===== src/hw/pump_panel_pkg.sv =====
package pump_panel_pkg;

    // ==========================================================
    // Timing
    // ==========================================================
    localparam int unsigned CLK_HZ          = 100_000_000;
    localparam int unsigned FAIL_RESET_MS   = 300;   // Reset press for failures
    localparam int unsigned ALARM_ACK_MS    = 2000;  // Reset press with mode button held
    localparam int unsigned MODE_TOGGLE_MS  = 3000;  // Mode button alone
    localparam int unsigned DEBOUNCE_US     = 10;
    localparam int unsigned FAIL_RESET_CYC  = FAIL_RESET_MS * (CLK_HZ / 1000);
    localparam int unsigned ALARM_ACK_CYC   = ALARM_ACK_MS * (CLK_HZ / 1000);
    localparam int unsigned MODE_TOGGLE_CYC = MODE_TOGGLE_MS * (CLK_HZ / 1000) + 1;
    localparam int unsigned DEBOUNCE_CYC    = DEBOUNCE_US * (CLK_HZ / 1_000_000);
    localparam int unsigned HOLD_W          = 32;

    // ==========================================================
    // Speed thresholds: touchdown in revolutions per second, overspeed in percent of rated
    // ==========================================================
    localparam int unsigned SPEED_W          = 16;
    localparam int unsigned TOUCHDOWN_RPS    = 75;
    localparam int unsigned OVERSPEED_HARD_PCT = 5;
    localparam int unsigned OVERSPEED_SOFT_PCT = 3;

    // ==========================================================
    // Error codes
    // ==========================================================
    localparam logic [6:0] ERR_NONE          = 7'h00;
    localparam logic [6:0] ERR_OVERSPEED_HARD = 7'h01;   // decimal 01
    localparam logic [6:0] ERR_INV_CPU       = 7'h02;
    localparam logic [6:0] ERR_SENSOR        = 7'h03;
    localparam logic [6:0] ERR_OVERSPEED_SOFT = 7'h04;
    localparam logic [6:0] ERR_BEARING       = 7'h5E;    // decimal 94
    localparam logic [6:0] FAIL_LO_MAX       = 7'h45;    // decimal 69
    localparam logic [6:0] ALARM_LO          = 7'h50;    // decimal 80
    localparam logic [6:0] ALARM_HI          = 7'h59;    // decimal 89
    localparam logic [6:0] FAIL_HI_LO        = 7'h5A;    // decimal 90
    localparam logic [6:0] FAIL_HI_HI        = 7'h63;    // decimal 99

    // ==========================================================
    // Motor states
    // ==========================================================
    typedef enum logic [1:0] {
        MOTOR_STOP    = 2'b00,
        MOTOR_RUN     = 2'b01,
        MOTOR_BRAKE   = 2'b10,
        MOTOR_FREERUN = 2'b11
    } motor_t;

    // Debounced panel buttons
    typedef struct packed {
        logic start_stop;
        logic reset;
        logic local_remote;
    } buttons_t;

    // External fault sources
    typedef struct packed {
        logic               inv_cpu_fault;
        logic               sensor_fault;
        logic               power_lost;
        logic [SPEED_W-1:0] speed_rps;
    } sense_t;

endpackage : pump_panel_pkg


===== src/hw/btn_debounce.sv =====
`timescale 1ns/1ns
// ==========================================================
// Button debouncer: output follows input once stable
// ==========================================================
module btn_debounce
(
    // Clock and reset
    input  wire logic CORE_CLK,
    input  wire logic rst_n,
    // Button
    input  wire logic raw,
    output logic      clean
);
    logic [15:0] cnt_r;

    // Restart the count whenever input agrees with output
    always_ff @(posedge CORE_CLK)
    begin
        if (!rst_n || raw == clean)
            cnt_r <= 16'h0000;
        else
            cnt_r <= cnt_r + 16'h0001;
    end

    always_ff @(posedge CORE_CLK)
    begin
        if (!rst_n)
            clean <= 1'b0;
        else if (cnt_r == 16'(pump_panel_pkg::DEBOUNCE_CYC - 1))
            clean <= raw;
    end
endmodule : btn_debounce


===== src/hw/hold_timer.sv =====
`timescale 1ns/1ns
// ==========================================================
// Hold timer: saturating count while the gesture is held
// ==========================================================
module hold_timer
(
    // Clock and reset
    input  wire logic                              CORE_CLK,
    input  wire logic                              rst_n,
    // Gesture
    input  wire logic                              held,
    output logic [pump_panel_pkg::HOLD_W-1:0]      count
);
    // Saturate so a long hold never wraps into a fresh trigger
    always_ff @(posedge CORE_CLK)
    begin
        if (!rst_n || !held)
            count <= '0;
        else if (count != '1)
            count <= count + 1'b1;
    end
endmodule : hold_timer


===== src/hw/pump_fault_reset_panel.sv =====
`timescale 1ns/1ns
// Summary of operation
// - Reset held 0.3 s clears failure messages
// - Panel reset and acknowledge only when local
// - Mode button alone over 3 s toggles
// - Mode plus reset 2 s acknowledges alarms
// - Brake is kept after failure reset
// - Freerun is kept after failure reset
// - Rotation resumes only on fresh start
// - Freerun: first press brakes, second accelerates
// - Codes 01-69, 90-99 are failures
// - Codes 80-89 are alarms
// - Alarms never stop the pump
// - Persisting cause re-raises or blocks reset
// - Hard overspeed +5% freerun, not resettable
// - Soft overspeed +3% freerun, resettable
// - Inverter processor fault freerun, no reset
// - Sensor circuit fault freerun, no reset
// - Power-loss touchdown in freerun locks out
// - Lockout only at 75 rps or more
module pump_fault_reset_panel
(
    // Clock and reset
    input  wire logic                                   CORE_CLK,
    input  wire logic                                   RST_N,
    // Front panel buttons, high while pressed
    input  wire logic                                   BTN_START_STOP,
    input  wire logic                                   BTN_RESET,
    input  wire logic                                   BTN_LOCAL_REMOTE,
    // Remote command source, one-cycle pulses
    input  wire logic                                   REM_START,
    input  wire logic                                   REM_STOP,
    input  wire logic                                   REM_FAIL_RESET,
    // Protection sensing
    input  wire logic                                   INV_CPU_FAULT,
    input  wire logic                                   SENSOR_FAULT,
    input  wire logic                                   POWER_LOST,
    input  wire logic [pump_panel_pkg::SPEED_W-1:0]     SPEED_RPS,
    input  wire logic [pump_panel_pkg::SPEED_W-1:0]     RATED_RPS,
    // Other subsystem reports, code 0 when none
    input  wire logic [6:0]                             EXT_ERR_CODE,
    input  wire logic                                   EXT_ERR_VALID,
    input  wire logic                                   EXT_ERR_BRAKE,
    input  wire logic                                   EXT_ERR_RESETTABLE,
    // Status
    output logic                                        REMOTE_MODE,
    output logic [6:0]                                  FAIL_CODE,
    output logic                                        FAIL_ACTIVE,
    output logic [6:0]                                  ALARM_CODE,
    output logic                                        ALARM_ACTIVE,
    output logic [1:0]                                  MOTOR_STATE,
    output logic                                        BEARING_LOCKOUT
);

    // ==========================================================
    // Debounce and hold timing
    // ==========================================================
    // Raw and clean buttons, sensing, hold counts
    pump_panel_pkg::buttons_t raw_btn, btn;
    pump_panel_pkg::sense_t   sense;
    logic [pump_panel_pkg::HOLD_W-1:0] rst_cnt, ack_cnt, mode_cnt;

    assign raw_btn = '{start_stop: BTN_START_STOP, reset: BTN_RESET, local_remote: BTN_LOCAL_REMOTE};
    assign sense   = '{inv_cpu_fault: INV_CPU_FAULT, sensor_fault: SENSOR_FAULT,
                       power_lost: POWER_LOST, speed_rps: SPEED_RPS};

    // One debouncer per button
    btn_debounce u_db_ss
    (
        .CORE_CLK(CORE_CLK),
        .rst_n(RST_N),
        .raw(raw_btn.start_stop),
        .clean(btn.start_stop)
    );
    btn_debounce u_db_rs
    (
        .CORE_CLK(CORE_CLK),
        .rst_n(RST_N),
        .raw(raw_btn.reset),
        .clean(btn.reset)
    );
    btn_debounce u_db_lr
    (
        .CORE_CLK(CORE_CLK),
        .rst_n(RST_N),
        .raw(raw_btn.local_remote),
        .clean(btn.local_remote)
    );

    // Gestures: reset alone, reset with mode, mode alone
    wire g_reset_only = btn.reset && !btn.local_remote;
    wire g_ack        = btn.reset && btn.local_remote;
    wire g_mode_only  = btn.local_remote && !btn.reset;

    hold_timer u_ht_rs
    (
        .CORE_CLK(CORE_CLK),
        .rst_n(RST_N),
        .held(g_reset_only),
        .count(rst_cnt)
    );
    hold_timer u_ht_ak
    (
        .CORE_CLK(CORE_CLK),
        .rst_n(RST_N),
        .held(g_ack),
        .count(ack_cnt)
    );
    hold_timer u_ht_md
    (
        .CORE_CLK(CORE_CLK),
        .rst_n(RST_N),
        .held(g_mode_only),
        .count(mode_cnt)
    );

    // ==========================================================
    // Gesture decode
    // ==========================================================
    logic ack_used_r;      // Mode press that took part in an acknowledge
    logic ss_prev_r;

    // fires once as the hold reaches 0.3 s
    wire reset_hit  = (rst_cnt == 32'(pump_panel_pkg::FAIL_RESET_CYC));
    // reset held 2 s with mode button down
    wire ack_hit    = (ack_cnt == 32'(pump_panel_pkg::ALARM_ACK_CYC));
    // strictly longer than 3 s; a press that joined an acknowledge is spent
    wire mode_hit   = (mode_cnt == 32'(pump_panel_pkg::MODE_TOGGLE_CYC)) && !ack_used_r;
    // Start/stop acts on the clean rising edge
    wire ss_press   = btn.start_stop && !ss_prev_r;

    // panel reset and acknowledge need local mode
    wire local_mode   = !REMOTE_MODE;
    wire do_fail_rst  = (reset_hit && local_mode) || (REM_FAIL_RESET && REMOTE_MODE);
    wire do_alarm_ack = ack_hit && local_mode;
    wire start_cmd    = (ss_press && local_mode) || (REM_START && REMOTE_MODE);
    wire stop_cmd     = (ss_press && local_mode) || (REM_STOP && REMOTE_MODE);

    // Edge history and spent mode press
    always_ff @(posedge CORE_CLK)
    begin
        if (!RST_N)
        begin
            ss_prev_r  <= 1'b0;
            ack_used_r <= 1'b0;
        end
        else
        begin
            ss_prev_r  <= btn.start_stop;
            // combination never counts as a mode change
            ack_used_r <= btn.local_remote && (ack_used_r || btn.reset);
        end
    end

    always_ff @(posedge CORE_CLK)
    begin
        if (!RST_N)
            REMOTE_MODE <= 1'b0;
        else if (mode_hit)
            REMOTE_MODE <= !REMOTE_MODE;
    end

    // ==========================================================
    // Fault detection
    // ==========================================================
    // Scaled by 100 so no divider is needed
    logic [pump_panel_pkg::SPEED_W+7:0] spd_x100, hard_lim, soft_lim;
    assign spd_x100 = {8'h00, SPEED_RPS} * 24'(100);
    assign hard_lim = {8'h00, RATED_RPS} * 24'(100 + pump_panel_pkg::OVERSPEED_HARD_PCT);
    assign soft_lim = {8'h00, RATED_RPS} * 24'(100 + pump_panel_pkg::OVERSPEED_SOFT_PCT);

    wire hard_os  = spd_x100 > hard_lim;
    wire soft_os  = spd_x100 > soft_lim;
    // touchdown on power loss while freerunning
    // only at 75 rps or more
    wire touchdown = sense.power_lost && (MOTOR_STATE == pump_panel_pkg::MOTOR_FREERUN)
                     && (sense.speed_rps >= 16'(pump_panel_pkg::TOUCHDOWN_RPS));

    wire ext_fail  = EXT_ERR_VALID &&
                     ((EXT_ERR_CODE != pump_panel_pkg::ERR_NONE && EXT_ERR_CODE <= pump_panel_pkg::FAIL_LO_MAX)
                      || (EXT_ERR_CODE >= pump_panel_pkg::FAIL_HI_LO && EXT_ERR_CODE <= pump_panel_pkg::FAIL_HI_HI));
    wire ext_alarm = EXT_ERR_VALID && EXT_ERR_CODE >= pump_panel_pkg::ALARM_LO
                     && EXT_ERR_CODE <= pump_panel_pkg::ALARM_HI;

    // Highest priority first; internal sources beat external codes
    logic [6:0] new_code;
    logic       new_fail, new_brake, new_clearable;
    always_comb
    begin
        new_fail      = 1'b1;
        new_brake     = 1'b0;
        new_clearable = 1'b0;
        new_code      = pump_panel_pkg::ERR_NONE;
        if (touchdown || BEARING_LOCKOUT)
            new_code = pump_panel_pkg::ERR_BEARING;
        else if (sense.inv_cpu_fault)
            new_code = pump_panel_pkg::ERR_INV_CPU;
        else if (sense.sensor_fault)
            new_code = pump_panel_pkg::ERR_SENSOR;
        else if (hard_os)
            new_code = pump_panel_pkg::ERR_OVERSPEED_HARD;
        else if (soft_os)
        begin
            new_code      = pump_panel_pkg::ERR_OVERSPEED_SOFT;
            new_clearable = 1'b1;
        end
        else if (ext_fail)
        begin
            new_code      = EXT_ERR_CODE;
            new_brake     = EXT_ERR_BRAKE;
            new_clearable = EXT_ERR_RESETTABLE;
        end
        else
            new_fail = 1'b0;
    end

    // ==========================================================
    // Failure latch
    // ==========================================================
    // May the latched failure be cleared
    logic fail_clearable_r;

    // a live cause refuses the clear and re-raises
    wire clear_ok = do_fail_rst && fail_clearable_r && !new_fail;

    always_ff @(posedge CORE_CLK)
    begin
        if (!RST_N)
        begin
            FAIL_ACTIVE      <= 1'b0;
            FAIL_CODE        <= pump_panel_pkg::ERR_NONE;
            fail_clearable_r <= 1'b0;
        end
        // New failure wins over a clear in the same cycle
        else if (new_fail && (!FAIL_ACTIVE || new_code != FAIL_CODE))
        begin
            FAIL_ACTIVE      <= 1'b1;
            FAIL_CODE        <= new_code;
            fail_clearable_r <= new_clearable;
        end
        else if (clear_ok)
        begin
            FAIL_ACTIVE <= 1'b0;
            FAIL_CODE   <= pump_panel_pkg::ERR_NONE;
        end
    end

    // lockout survives everything but power-on reset
    always_ff @(posedge CORE_CLK)
    begin
        if (!RST_N)
            BEARING_LOCKOUT <= 1'b0;
        else if (touchdown)
            BEARING_LOCKOUT <= 1'b1;
    end

    // ==========================================================
    // Alarm latch
    // ==========================================================
    // Alarms only report; the motor never sees them
    always_ff @(posedge CORE_CLK)
    begin
        if (!RST_N)
        begin
            ALARM_ACTIVE <= 1'b0;
            ALARM_CODE   <= pump_panel_pkg::ERR_NONE;
        end
        // Set wins over acknowledge
        else if (ext_alarm)
        begin
            ALARM_ACTIVE <= 1'b1;
            ALARM_CODE   <= EXT_ERR_CODE;
        end
        else if (do_alarm_ack)
        begin
            ALARM_ACTIVE <= 1'b0;
            ALARM_CODE   <= pump_panel_pkg::ERR_NONE;
        end
    end

    // ==========================================================
    // Motor state
    // ==========================================================
    // Rotor control state
    pump_panel_pkg::motor_t motor_r, motor_nxt;

    // alarms take no part in motor control
    always_comb
    begin
        motor_nxt = motor_r;
        if (new_fail)
            motor_nxt = new_brake ? pump_panel_pkg::MOTOR_BRAKE : pump_panel_pkg::MOTOR_FREERUN;
        else if (!FAIL_ACTIVE && !BEARING_LOCKOUT)
        begin
            case (motor_r)
                pump_panel_pkg::MOTOR_STOP:
                    if (start_cmd)
                        motor_nxt = pump_panel_pkg::MOTOR_RUN;
                pump_panel_pkg::MOTOR_RUN:
                    if (stop_cmd)
                        motor_nxt = pump_panel_pkg::MOTOR_BRAKE;
                // brake held until a fresh start
                // restart needs a new start command
                pump_panel_pkg::MOTOR_BRAKE:
                    if (start_cmd)
                        motor_nxt = pump_panel_pkg::MOTOR_RUN;
                // first press brakes, remote start runs
                pump_panel_pkg::MOTOR_FREERUN:
                    if (ss_press && local_mode)
                        motor_nxt = pump_panel_pkg::MOTOR_BRAKE;
                    else if (REM_START && REMOTE_MODE)
                        motor_nxt = pump_panel_pkg::MOTOR_RUN;
                default:
                    motor_nxt = pump_panel_pkg::MOTOR_STOP;
            endcase
        end
    end

    // State register
    always_ff @(posedge CORE_CLK)
    begin
        if (!RST_N)
            motor_r <= pump_panel_pkg::MOTOR_STOP;
        else
            motor_r <= motor_nxt;
    end

    // Output straight from the state flop
    assign MOTOR_STATE = motor_r;

endmodule : pump_fault_reset_panel


===== config.mk =====
export PLATFORM = sky130hd
export DESIGN_NAME = pump_fault_reset_panel
export DESIGN_NICKNAME = d
export VERILOG_FILES = /design/src/hw/pump_panel_pkg.sv /design/src/hw/btn_debounce.sv /design/src/hw/hold_timer.sv /design/src/hw/pump_fault_reset_panel.sv
export SDC_FILE = /design/constraint.sdc
export NUM_CORES = 1
export LEC_CHECK = 0
export BUFFER_PORTS_ARGS = -buffer_cell sky130_fd_sc_hd__buf_2
export CAP_MARGIN = 20
export CORE_MARGIN = 5
export CORE_UTILIZATION = 55
export DETAILED_ROUTE_END_ITERATION = 8
export PLACE_DENSITY = 0.85
export SYNTH_ARGS = -nofsm -noshare
export SYNTH_HDL_FRONTEND = slang
export SYNTH_SLANG_ARGS = --single-unit

===== constraint.sdc =====
create_clock -name CORE_CLK -period 19.4 [get_ports CORE_CLK]
set_input_delay 3.88 -clock CORE_CLK [delete_from_list [all_inputs] [get_ports CORE_CLK]]
set_output_delay 3.88 -clock CORE_CLK [all_outputs]
set_load 0.01 [all_outputs]

# Yosys cells after proc, flatten, opt, wreduce, memory -nomap -nowiden
# Index checks and enable logic that the tools add are counted.
dict set report totals {
  regBits 170
  latch_bits 0
  mem_bits_rw 0
  rom_bits 0
  inputBits 53
  out_inout_bits 20
  memories 0
}
dict set report classes {
  n_addsub 6
  mul 3
  div_mod_pow 0
  order_cmp 8
  eq_ne 19
  shift 0
  mux 40
  n_bitwise 0
  n_reduce_logical 55
}
# operator n
set ops {}
lappend ops {{$add A32 B1 Y32 const B} 3}
lappend ops {{$ne A32 B32 Y1 const B} 3}
lappend ops {{$mux W7} 10}
lappend ops {{$add A16 B1 Y16 const B} 3}
lappend ops {{$eq A16 B10 Y1 const B} 3}
lappend ops {{$gt A23 B23 Y1} 2}
lappend ops {{$mul A16 B7 Y23 const B} 2}
lappend ops {{$eq A32 B25 Y1 const B} 1}
lappend ops {{$eq A32 B28 Y1 const B} 1}
lappend ops {{$eq A32 B29 Y1 const B} 1}
lappend ops {{$logic_and A1 B1 Y1} 23}
lappend ops {{$mux W1} 23}
lappend ops {{$le A7 B7 Y1 const B} 3}
lappend ops {{$mul A16 B5 Y21 const B} 1}
lappend ops {{$ge A16 B7 Y1 const B} 1}
lappend ops {{$ge A7 B7 Y1 const B} 2}
lappend ops {{$logic_or A1 B1 Y1} 13}
lappend ops {{$logic_not A1 Y1} 12}
lappend ops {{$mux W2} 6}
lappend ops {{$ne A7 B7 Y1} 1}
lappend ops {{$reduce_bool A7 Y1} 1}
lappend ops {{$pmux W2 S3} 1}
lappend ops {{$reduce_bool A2 Y1} 3}
lappend ops {{$eq A2 B2 Y1 const B} 2}
lappend ops {{8 further kinds} 10}

# Longest topological paths before layout
# Gate-level depths: netlist of run 1.
dict set report logic_depth {
  word_depth 14
  ltp_mapped 30
}

# Modules after synthesis
# A second synthesis of run 1 with hierarchy kept.
dict set report unflattened {
  hier_cells 1844
  hier_area_um2 15504.9
}
# mod n_inst cells_each area_per_inst_um2
set modules_own_cells {}
lappend modules_own_cells {pump_fault_reset_panel 1 1007 8279.2}
lappend modules_own_cells {hold_timer 3 193 1619.1}
lappend modules_own_cells {btn_debounce 3 86 789.5}

# Least setup slack after synthesis of run 1
# Ideal clock, no wire load.
dict set report synth_path {
  path_type {in2reg}
  startpoint {input port RATED_RPS[2] (netlist bit)}
  endpoint {register FAIL_CODE[0]}
  setup_time_ns 0.072
  arrival_time_ns 10.242
  t_required_ns 19.328
  setup_slack_ns 9.086
  path_stages 28
  n_path_buf 0
  cell_sequence {ha_1 ha_1 xor2_1 fa_1 inv_1 fa_1 inv_1 ha_1 or2_2 a21oi_1 a31o_2 o211a_1 a311oi_1 o21a_1 o21a_1 o41ai_1 xor2_1 ha_1 and4_1 nand4_2 nor4b_4 a211oi_2 a311oi_1 a221oi_1 a22oi_2 o2111ai_4 o21ai_4 mux2i_1}
}
dict set report synth_between {
  elab_chain_cells 11
  word_cells_on_any_way 21
  cone_classes {mul: 2; order compare: 2; eq/ne: 1; mux: 11; reduce/logical: 5}
}
# item line_no
set synth_lines {}
lappend synth_lines {{start, declared} pump_fault_reset_panel.sv:39} ;# input wire logic [pump_panel_pkg::SPEED_W-1:0] RATED_RPS,
lappend synth_lines {{$mul A16 B7 Y23} pump_fault_reset_panel.sv:170} ;# assign soft_lim = {8'h00, RATED_RPS} * 24'(100 + pump_panel_pkg::OVERSPEED_SOFT_PCT);
lappend synth_lines {{$gt A23 B23 Y1} pump_fault_reset_panel.sv:173} ;# wire soft_os = spd_x100 > soft_lim;
lappend synth_lines {{$mux W7} pump_fault_reset_panel.sv:202} ;# else if (soft_os)
lappend synth_lines {{$mux W7} pump_fault_reset_panel.sv:200} ;# else if (hard_os)
lappend synth_lines {{$mux W7} pump_fault_reset_panel.sv:198} ;# else if (sense.sensor_fault)
lappend synth_lines {{$mux W7} pump_fault_reset_panel.sv:196} ;# else if (sense.inv_cpu_fault)
lappend synth_lines {{$mux W7} pump_fault_reset_panel.sv:194} ;# if (touchdown || BEARING_LOCKOUT)
lappend synth_lines {{$ne A7 B7 Y1} pump_fault_reset_panel.sv:235} ;# else if (new_fail && (!FAIL_ACTIVE || new_code != FAIL_CODE))
lappend synth_lines {{$logic_or A1 B1 Y1} pump_fault_reset_panel.sv:235}
lappend synth_lines {{$logic_and A1 B1 Y1} pump_fault_reset_panel.sv:235}
lappend synth_lines {{$mux W7 or $reduce_bool A2 Y1 (tied branches)} n/a}
lappend synth_lines {{end signal, assigned} pump_fault_reset_panel.sv:231} ;# FAIL_CODE <= pump_panel_pkg::ERR_NONE;
lappend synth_lines {{end signal, assigned} pump_fault_reset_panel.sv:238} ;# FAIL_CODE <= new_code;
lappend synth_lines {{end signal, assigned} pump_fault_reset_panel.sv:244} ;# FAIL_CODE <= pump_panel_pkg::ERR_NONE;
lappend synth_lines {{end, declared} pump_fault_reset_panel.sv:47} ;# output logic [6:0] FAIL_CODE,
# Parallel ways exist; a longest one is shown, timed or not.
# A chain may end at the register's enable or synchronous reset.

# Worst setup path after layout of run 1
dict set report layout_path {
  startpoint {input port RATED_RPS[2] (netlist bit)}
  endpoint {register FAIL_CODE[4]}
}
# The elaborated chain is that of the path after synthesis.

==> results_dict.tcl, run 1 <==
set metrics [dict create \
    outcome "completed" \
    cts_tree "yes" \
    clock.fmax_mhz 91.7 \
    grt_pass1_vias 12000 \
    drtIter0Drc 814 \
    synth_warnings 0 \
    avgSynthCellArea_um2 8.38 \
    yosys.area_share.adder_pct 27.1 \
    grt_pass1_wl_um 54500 \
    worst_path_most_repeated_cell "ha_1" \
    clk-insertion-delay-late_ns 0.44 \
    cpPeakStageDelay_ns 0.52 \
    post_cts_buffers 0 \
    wl_per_cell_um 14.7 \
    syn_to_final_growth_pct 9.10 \
    holdWs_ns 0.447 \
    critPathKind "input port to flop" \
    slew_headroom_pct 29.8 \
    ys_types 79 \
    grt_max_degree 33 \
    p_clk_share_pct 21.2 \
    report.final.setup_viol 0 \
    min_period_over_period_pct 56.2 \
    worst_pin_slew_ns 1.05 \
    grt_overflow 0 \
    synthMuxAreaShare_pct 0.756 \
    switching_share_pct 42.8 \
    synthFlopType "dfxtp_1" \
    drv_cap 0 \
    tns_ns 0 \
    synthArstFlopShare_pct 0 \
    yosysSeqAreaShare_pct 23.1 \
    layout_commonest_cell "inv_1" \
    power_switching_mw 0.702 \
    layout-drive-gt1-share_pct 7.60 \
    powerDensity_mw_per_mm2 102 \
    chipWidth_um 174 \
    clockBufferDepth 2 \
    die-area_mm2 0.0302 \
    pwr-share-comb_pct 56.9 \
    fin_util_pct 60.3 \
    syn_inst 1759 \
    tritoncts.num_buffers 17 \
    ios 73 \
    cp_data_required_time_ns 19.76 \
    fin_nets 2162 \
    cp_data_arrival_time_ns 11.27 \
    fp-row-count 60 \
    cts_resized 0 \
    ant_nets 0 \
    die_h_um 174 \
    hold_path_class "flop to flop" \
    synth_top_family_by_area "adder cells" \
    cp_max_fo 7 \
    syn_area_mm2 0.0147 \
    synth-seq-cells 170 \
    hold_viol 0 \
    vias 12100 \
    rsz0062_at_grt "false" \
    synth_fp_nets 2093 \
    p_seq_share_pct 21.9 \
    internal_power_mw 0.939 \
    postCtsHoldBufs 0 \
    routed_wl_um 32100 \
    leakagePower_nw 7.12 \
    clk_pin_slew_ns 0.08 \
    start_util_pct 55.3 \
    synth-xor-area-share_pct 10.2 \
    drc 0 \
    place_congestion 0.906 \
    antenna_found_initial 4 \
    cts.sinks 170 \
    critPathSlowestCell "fa_1" \
    final_cell_mix "inv_1, ha_1, nor2_1" \
    h-tree-depth 4 \
    end_kind "flop" \
    coreArea_mm2 0.0267 \
    synth_compound_area_share_pct 10.3 \
    clockRootBuffer "clkbuf_16" \
    skew_ns 0.00942 \
    io_buffers 72 \
    place_hpwl_um 25600 \
    synth_edf_count 0 \
    ir_drop_uv 70.0 \
    worstSetupStartpointType "input port" \
    fin_crit_ns 10.91 \
    vias_per_cell 5.54 \
    grt_use_total_pct 21.0 \
    synth_simple_gate_area_share_pct 21.6 \
    drv_slew 0 \
    first_pass_iters 5 \
]
routing by layer:
metal / up-vias / track usage, % / part of all wire [%]
met4: 2 / 6.90 / 2.4
met5: - / 0 / 0.022
met1: 5685 / 27.5 / 46
li1: 6109 / - / -
met2: 263 / 35.9 / 48
met3: 54 / 3.05 / 4.1
worst paths after layout:
path                            startpoint                              to  slack [ns]  cells after the start
max                           RATED_RPS[2]       FAIL_CODE[4]$_SDFFE_PN0P_        8.49                     29
min            u_db_lr.cnt_r[0]$_SDFF_PP0_     u_db_lr.cnt_r[0]$_SDFF_PP0_        0.45                      1
max reg2reg  u_ht_ak.count[6]$_SDFFE_PP0P_  u_ht_ak.count[27]$_SDFFE_PP0P_       16.40                     10
min reg2reg    u_db_lr.cnt_r[0]$_SDFF_PP0_     u_db_lr.cnt_r[0]$_SDFF_PP0_        0.45                      1
kinds of logic after synthesis:
kind of cell,Yosys count
simple gates,629
buf+inv,270
fa+ha+maj,281
mux,11
xor+xnor,171
flops,170
compound gates,227
per-stage QoR:
| stage | power [mW] | instance area, um2 | setup slack, ns | cells |
|---|---|---|---|---|
| floorplan | 1.08 | 14700 | 9.09 | 1759 |
| global placement | 1.25 | 15400 | 8.16 | 2147 |
| detailed placement | 1.29 | 15400 | 7.91 | 2147 |
| CTS | 1.64 | 16000 | 8.36 | 2179 |
| global route | 1.79 | 16100 | 8.11 | 2186 |
| finish | 1.64 | 16100 | 8.49 | 2186 |
power groups by stage:
stage | Sequential, mW | Clock (mW) | Combinational, mW
floorplan | 0.367 | 0 | 0.716
global placement | 0.366 | 0 | 0.887
detailed placement | 0.367 | 0 | 0.924
CTS | 0.359 | 0.350 | 0.931
global route | 0.359 | 0.366 | 1.06
finish | 0.359 | 0.348 | 0.933
flip-flops by register name, indices dropped and copies added (netlist names), 2 cells and up:
register / count
u_ht_ak.count: 32
u_ht_md.count: 32
u_ht_rs.count: 32
u_db_lr.cnt_r: 16
u_db_rs.cnt_r: 16
u_db_ss.cnt_r: 16
ALARM_CODE: 7
FAIL_CODE: 7
MOTOR_STATE: 2
layout make-up:
cell class,instances,area [um2]
clock inverters,14,175
repair buffers,77,400
multi-input cells,1319,10300
clock buffers,18,439
inverters,243,912
diodes,4,10.0
flip-flops and latches,170,3400
fillers,2157,10600
well taps,341,427
cells in the mapped netlist (19+ instances only):
| cell | number | area (um2) |
|---|---|---|
| nor3_1 | 31 | 155 |
| nand3_1 | 78 | 390 |
| xnor2_1 | 63 | 552 |
| nor2b_1 | 20 | 125 |
| inv_1 | 243 | 912 |
| nand4_1 | 49 | 307 |
| o21ai_0 | 51 | 255 |
| or3_1 | 29 | 181 |
| fa_1 | 63 | 1260 |
| and3_1 | 19 | 119 |
| clkbuf_1 | 24 | 90.1 |
| ha_1 | 218 | 2730 |
| xor2_1 | 107 | 937 |
| dfxtp_1 | 170 | 3400 |
| nor4_1 | 19 | 119 |
| nor2_1 | 196 | 736 |
| a21oi_1 | 71 | 355 |
| nand2_1 | 110 | 413 |
worst max-delay path: cells and delay by family:
family	cells	cell delay (ns)
compound gates	13	2.97
fa+ha+maj	6	2.44
simple gates	4	1.15
xor+xnor	2	0.35
buf+inv	3	0.24
mux	1	0.24
Power figures use the tool's default switching activity.
==> run 2, diff against run 1 <==
--- a/config.mk
+++ b/config.mk
@@ -10,7 +10,7 @@
 export CORE_MARGIN = 5
 export CORE_UTILIZATION = 55
 export DETAILED_ROUTE_END_ITERATION = 8
-export PLACE_DENSITY = 0.85
+export PLACE_DENSITY = 0.88
 export SYNTH_ARGS = -nofsm -noshare
 export SYNTH_HDL_FRONTEND = slang
 export SYNTH_SLANG_ARGS = --single-unit
==> constraint.sdc (replaced) <==
create_clock -name CORE_CLK -period 9.8 [get_ports CORE_CLK]
set_input_delay 1.96 -clock CORE_CLK [delete_from_list [all_inputs] [get_ports CORE_CLK]]
set_output_delay 1.96 -clock CORE_CLK [all_outputs]
set_load 0.01 [all_outputs]
==> results_dict.tcl, run 2 (synthesis gave the netlist of run 1 again) <==
set metrics [dict create \
    vias_per_cell 5.65 \
    die-area_mm2 0.0302 \
    first_pass_iters 5 \
    cp_data_required_time_ns 10.17 \
    rsz0062_at_grt "false" \
    cts_resized 0 \
    fp-row-count 60 \
    grt_overflow 0 \
    syn_to_final_growth_pct 9.10 \
    cp_data_arrival_time_ns 9.30 \
    die_h_um 174 \
    clk_pin_slew_ns 0.07 \
    vias 12300 \
    place_congestion 0.888 \
    tns_ns 0 \
    min_period_over_period_pct 91.2 \
    post_cts_buffers 0 \
    cts_tree "yes" \
    drv_cap 0 \
    critPathSlowestCell "fa_1" \
    chipWidth_um 174 \
    critPathKind "input port to flop" \
    final_cell_mix "inv_1, ha_1, nor2_1" \
    clockRootBuffer "clkbuf_16" \
    antenna_found_initial 0 \
    antenna_cells 0 \
    tritoncts.num_buffers 17 \
    ant_nets 0 \
    report.final.setup_viol 0 \
    io_buffers 72 \
    drc 0 \
    slew_headroom_pct 27.7 \
    wl_per_cell_um 15.4 \
    skew_ns 0.00876 \
    grt_use_total_pct 22.1 \
    leakagePower_nw 7.13 \
    coreArea_mm2 0.0267 \
    layout_commonest_cell "inv_1" \
    ir_drop_uv 147 \
    grt_pass1_vias 12200 \
    routed_wl_um 33600 \
    reg_top3 "u_ht_ak.count x32, u_ht_md.count x32, u_ht_rs.count x32" \
    cts.sinks 170 \
    layout-drive-gt1-share_pct 7.60 \
    clk-insertion-delay-late_ns 0.44 \
    grt_pass1_wl_um 56500 \
    start_util_pct 55.3 \
    place_hpwl_um 26800 \
    clock.fmax_mhz 112 \
    end_kind "flop" \
    drv_slew 0 \
    postCtsHoldBufs 0 \
    powerDensity_mw_per_mm2 204 \
    hold_viol 0 \
    p_total_mw 3.29 \
    fin_nets 2162 \
    outcome "completed" \
    grt_max_degree 33 \
    worstSetupStartpointType "input port" \
    cpPeakStageDelay_ns 0.52 \
    clockBufferDepth 2 \
    h-tree-depth 4 \
    worst_path_most_repeated_cell "ha_1" \
    cp_max_fo 7 \
    drtIter0Drc 783 \
    ios 73 \
    hold_path_class "flop to flop" \
    fin_crit_ns 8.93 \
    worst_pin_slew_ns 1.08 \
]
## run 2: final cells by class
| class | instances | area [um2] |
|---|---|---|
| tap | 341 | 427 |
| timing repair buffer | 77 | 418 |
| fill | 2176 | 10600 |
| sequential | 170 | 3400 |
| clock buffer | 19 | 453 |
| inverter | 243 | 912 |
| multi-input combinational | 1319 | 10300 |
| clock inverter | 13 | 154 |
## run 2: worst paths after layout
| check | startpoint | to | slack [ns] | cells past startpoint |
|---|---|---|---|---|
| worst max-delay path | RATED_RPS[2] | FAIL_CODE[0]$_SDFFE_PN0P_ | 0.87 | 29 |
| worst min-delay path | u_db_ss.cnt_r[0]$_SDFF_PP0_ | u_db_ss.cnt_r[0]$_SDFF_PP0_ | 0.45 | 1 |
| worst max register to register | MOTOR_STATE[0]$_SDFFE_PN0P_ | FAIL_CODE[5]$_SDFFE_PN0P_ | 6.67 | 8 |
| worst min register to register | u_db_ss.cnt_r[0]$_SDFF_PP0_ | u_db_ss.cnt_r[0]$_SDFF_PP0_ | 0.45 | 1 |
## run 2: power breakdown
group          internal, mW  switching, mW
logic                 0.791           1.09
clock network         0.376          0.313
registers             0.699         0.0119
## run 2: stage by stage
step / utilization (%) / cells / hold WS [ns] / instance area (um2) / setup WS (ns)
2_1_floorplan: - / 1759 / 0.418 / 14700 / 1.41
3_3_place_gp: 57.9 / 2149 / 0.427 / 15400 / 0.858
3_5_place_dp: 58.0 / 2150 / 0.441 / 15500 / 0.506
4_1_cts: 60.3 / 2182 / 0.457 / 16100 / 0.936
5_1_grt: 60.3 / 2182 / 0.485 / 16100 / 0.473
6_report: 60.3 / 2182 / 0.453 / 16100 / 0.865
## run 2: routing by layer
metal  GRT usage, %  vias to the layer above  part of all wire, %
li1               -                     6117                    -
met1           27.5                     5848                   44
met2           38.7                      300                   49
met3           4.43                       56                  4.9
met4           6.57                        0                  2.3
met5              0                        -                    0
## run 2: critical path, delay by kind of cell
kind                     cells  cell delay, ns
AO/OA/AOI/OAI               13            2.99
adder cells (fa/ha/maj)      6            2.38
AND/OR/NAND/NOR              4            1.17
XOR/XNOR                     2            0.35
buffers and inverters        3            0.24
multiplexers                 1            0.23
==> run 3, diff against run 2 <==
--- a/config.mk
+++ b/config.mk
@@ -6,10 +6,11 @@
 export NUM_CORES = 1
 export LEC_CHECK = 0
 export BUFFER_PORTS_ARGS = -buffer_cell sky130_fd_sc_hd__buf_2
-export CAP_MARGIN = 20
+export CAP_MARGIN = 10
 export CORE_MARGIN = 5
 export CORE_UTILIZATION = 55
 export DETAILED_ROUTE_END_ITERATION = 8
+export GPL_TIMING_DRIVEN = 0
 export PLACE_DENSITY = 0.88
 export SYNTH_ARGS = -nofsm -noshare
 export SYNTH_HDL_FRONTEND = slang
==> results_dict.tcl, run 3 (synthesis gave the netlist of run 1 again) <==
set metrics [dict create \
    layout_commonest_cell "inv_1" \
    post_cts_buffers 0 \
    powerDensity_mw_per_mm2 203 \
    fin_crit_ns 9.26 \
    clockBufferDepth 2 \
    power_switching_mw 1.40 \
    reg_top3 "u_ht_ak.count x32, u_ht_md.count x32, u_ht_rs.count x32" \
    slew_headroom_pct 46.4 \
    drv_slew 0 \
    wl_per_cell_um 14.9 \
    fin_util_pct 60.5 \
    hold_path_class "flop to flop" \
    fin_nets 2184 \
    critPathSlowestCell "a211oi_1" \
    switching_share_pct 42.7 \
    p_total_mw 3.27 \
    cp_max_fo 7 \
    place_area_mm2 0.0155 \
    place_hpwl_um 26500 \
    rsz0062_at_grt "false" \
    internal_power_mw 1.87 \
    grt_overflow 0 \
    fp-row-count 60 \
    p_clk_share_pct 20.9 \
    final_cell_mix "inv_1, ha_1, nor2_1" \
    grt_pass1_vias 12400 \
    tns_ns 0 \
    fin_ws_ns 0.545 \
    vias_per_cell 5.67 \
    postCtsHoldBufs 0 \
    drv_cap 0 \
    worstSetupStartpointType "input port" \
    pwr-share-comb_pct 57.4 \
    antenna_cells 0 \
    end_kind "flop" \
    first_pass_iters 5 \
    hold_viol 0 \
    chipWidth_um 174 \
    tritoncts.num_buffers 17 \
    holdWs_ns 0.448 \
    layout-drive-gt1-share_pct 7.41 \
    syn_to_final_growth_pct 9.44 \
    skew_ns 0.0103 \
    die_h_um 174 \
    final_area_mm2 0.0161 \
    ant_nets 0 \
    vias 12500 \
    cp_data_arrival_time_ns 9.61 \
    clock.fmax_mhz 108 \
    drc 0 \
    multi_input_area_mm2 0.0103 \
    p_seq_share_pct 21.7 \
    h-tree-depth 4 \
    dpl.cell_count 2171 \
    io_buffers 71 \
    coreArea_mm2 0.0267 \
    seq_area_mm2 0.00340 \
    place_congestion 0.898 \
    cts_tree "yes" \
    cp_data_required_time_ns 10.16 \
    critPathKind "input port to flop" \
    grt_pass1_wl_um 56200 \
    routed_wl_um 32800 \
    die-area_mm2 0.0302 \
    grt_max_degree 17 \
    drtIter0Drc 784 \
    grt_use_total_pct 21.7 \
    cts_resized 0 \
    fill_cells 2139 \
    cpPeakStageDelay_ns 0.61 \
    clk_pin_slew_ns 0.07 \
    worst_pin_slew_ns 0.797 \
    cts.sinks 170 \
    clockRootBuffer "clkbuf_16" \
    ir_drop_uv 134 \
    min_period_over_period_pct 94.4 \
    clk-insertion-delay-late_ns 0.43 \
    report.final.setup_viol 0 \
    start_util_pct 55.3 \
    leakagePower_nw 7.14 \
    instances_no_fill 2204 \
    outcome "completed" \
    ios 73 \
    antenna_found_initial 0 \
    dp_slack_ns 0.190 \
]
-- run 3: cell types whose count changed in the layout (fill, tap and decap cells not counted), sizes merged --
cell	change
buf	-3
inv	-2
clkinv	+2
clkbuf	+24
bufinv	+1
-- run 3: power by group through the flow --
stage               sequential, mW  combinational, mW  clock, mW
floorplan                    0.726               1.42          0
global placement             0.725               1.74          0
detailed placement           0.726               1.84          0
CTS                          0.710               1.85      0.687
global route                 0.712               2.12      0.719
finish                       0.711               1.88      0.684
-- run 3: worst max-delay path: cells and delay by family --
kind | cells | cell delay (ns)
AND/OR/NAND/NOR | 6 | 1.59
buffers and inverters | 5 | 0.38
AO/OA/AOI/OAI | 10 | 3.02
XOR/XNOR | 1 | 0.16
multiplexers | 1 | 0.25
adder cells (fa/ha/maj) | 6 | 2.26
-- run 3: final timing paths --
check	endpoint	cells past startpoint	from	slack, ns
max	FAIL_CODE[6]$_SDFFE_PN0P_	29	RATED_RPS[1]	0.54
min	u_db_rs.cnt_r[0]$_SDFF_PP0_	1	u_db_rs.cnt_r[0]$_SDFF_PP0_	0.45
max reg2reg	u_ht_ak.count[27]$_SDFFE_PP0P_	12	u_ht_ak.count[6]$_SDFFE_PP0P_	6.76
min reg2reg	u_db_rs.cnt_r[0]$_SDFF_PP0_	1	u_db_rs.cnt_r[0]$_SDFF_PP0_	0.45
-- run 3: layer usage --
layer	share of wire, %	up-vias	global-route usage (%)
li1	-	6181	-
met3	4.3	60	2.99
met4	2.1	0	6.27
met2	49	333	38.4
met5	0	-	0
met1	45	5912	27.7
-- run 3: cell type report --
cell class	count	area share, %
multi-input cells	1319	63.9
flip-flops and latches	170	21.1
inverters	243	5.66
clock buffers	18	2.72
well taps	341	2.65
repair buffers	72	2.23
clock inverters	14	1.02
plain buffers	27	0.691
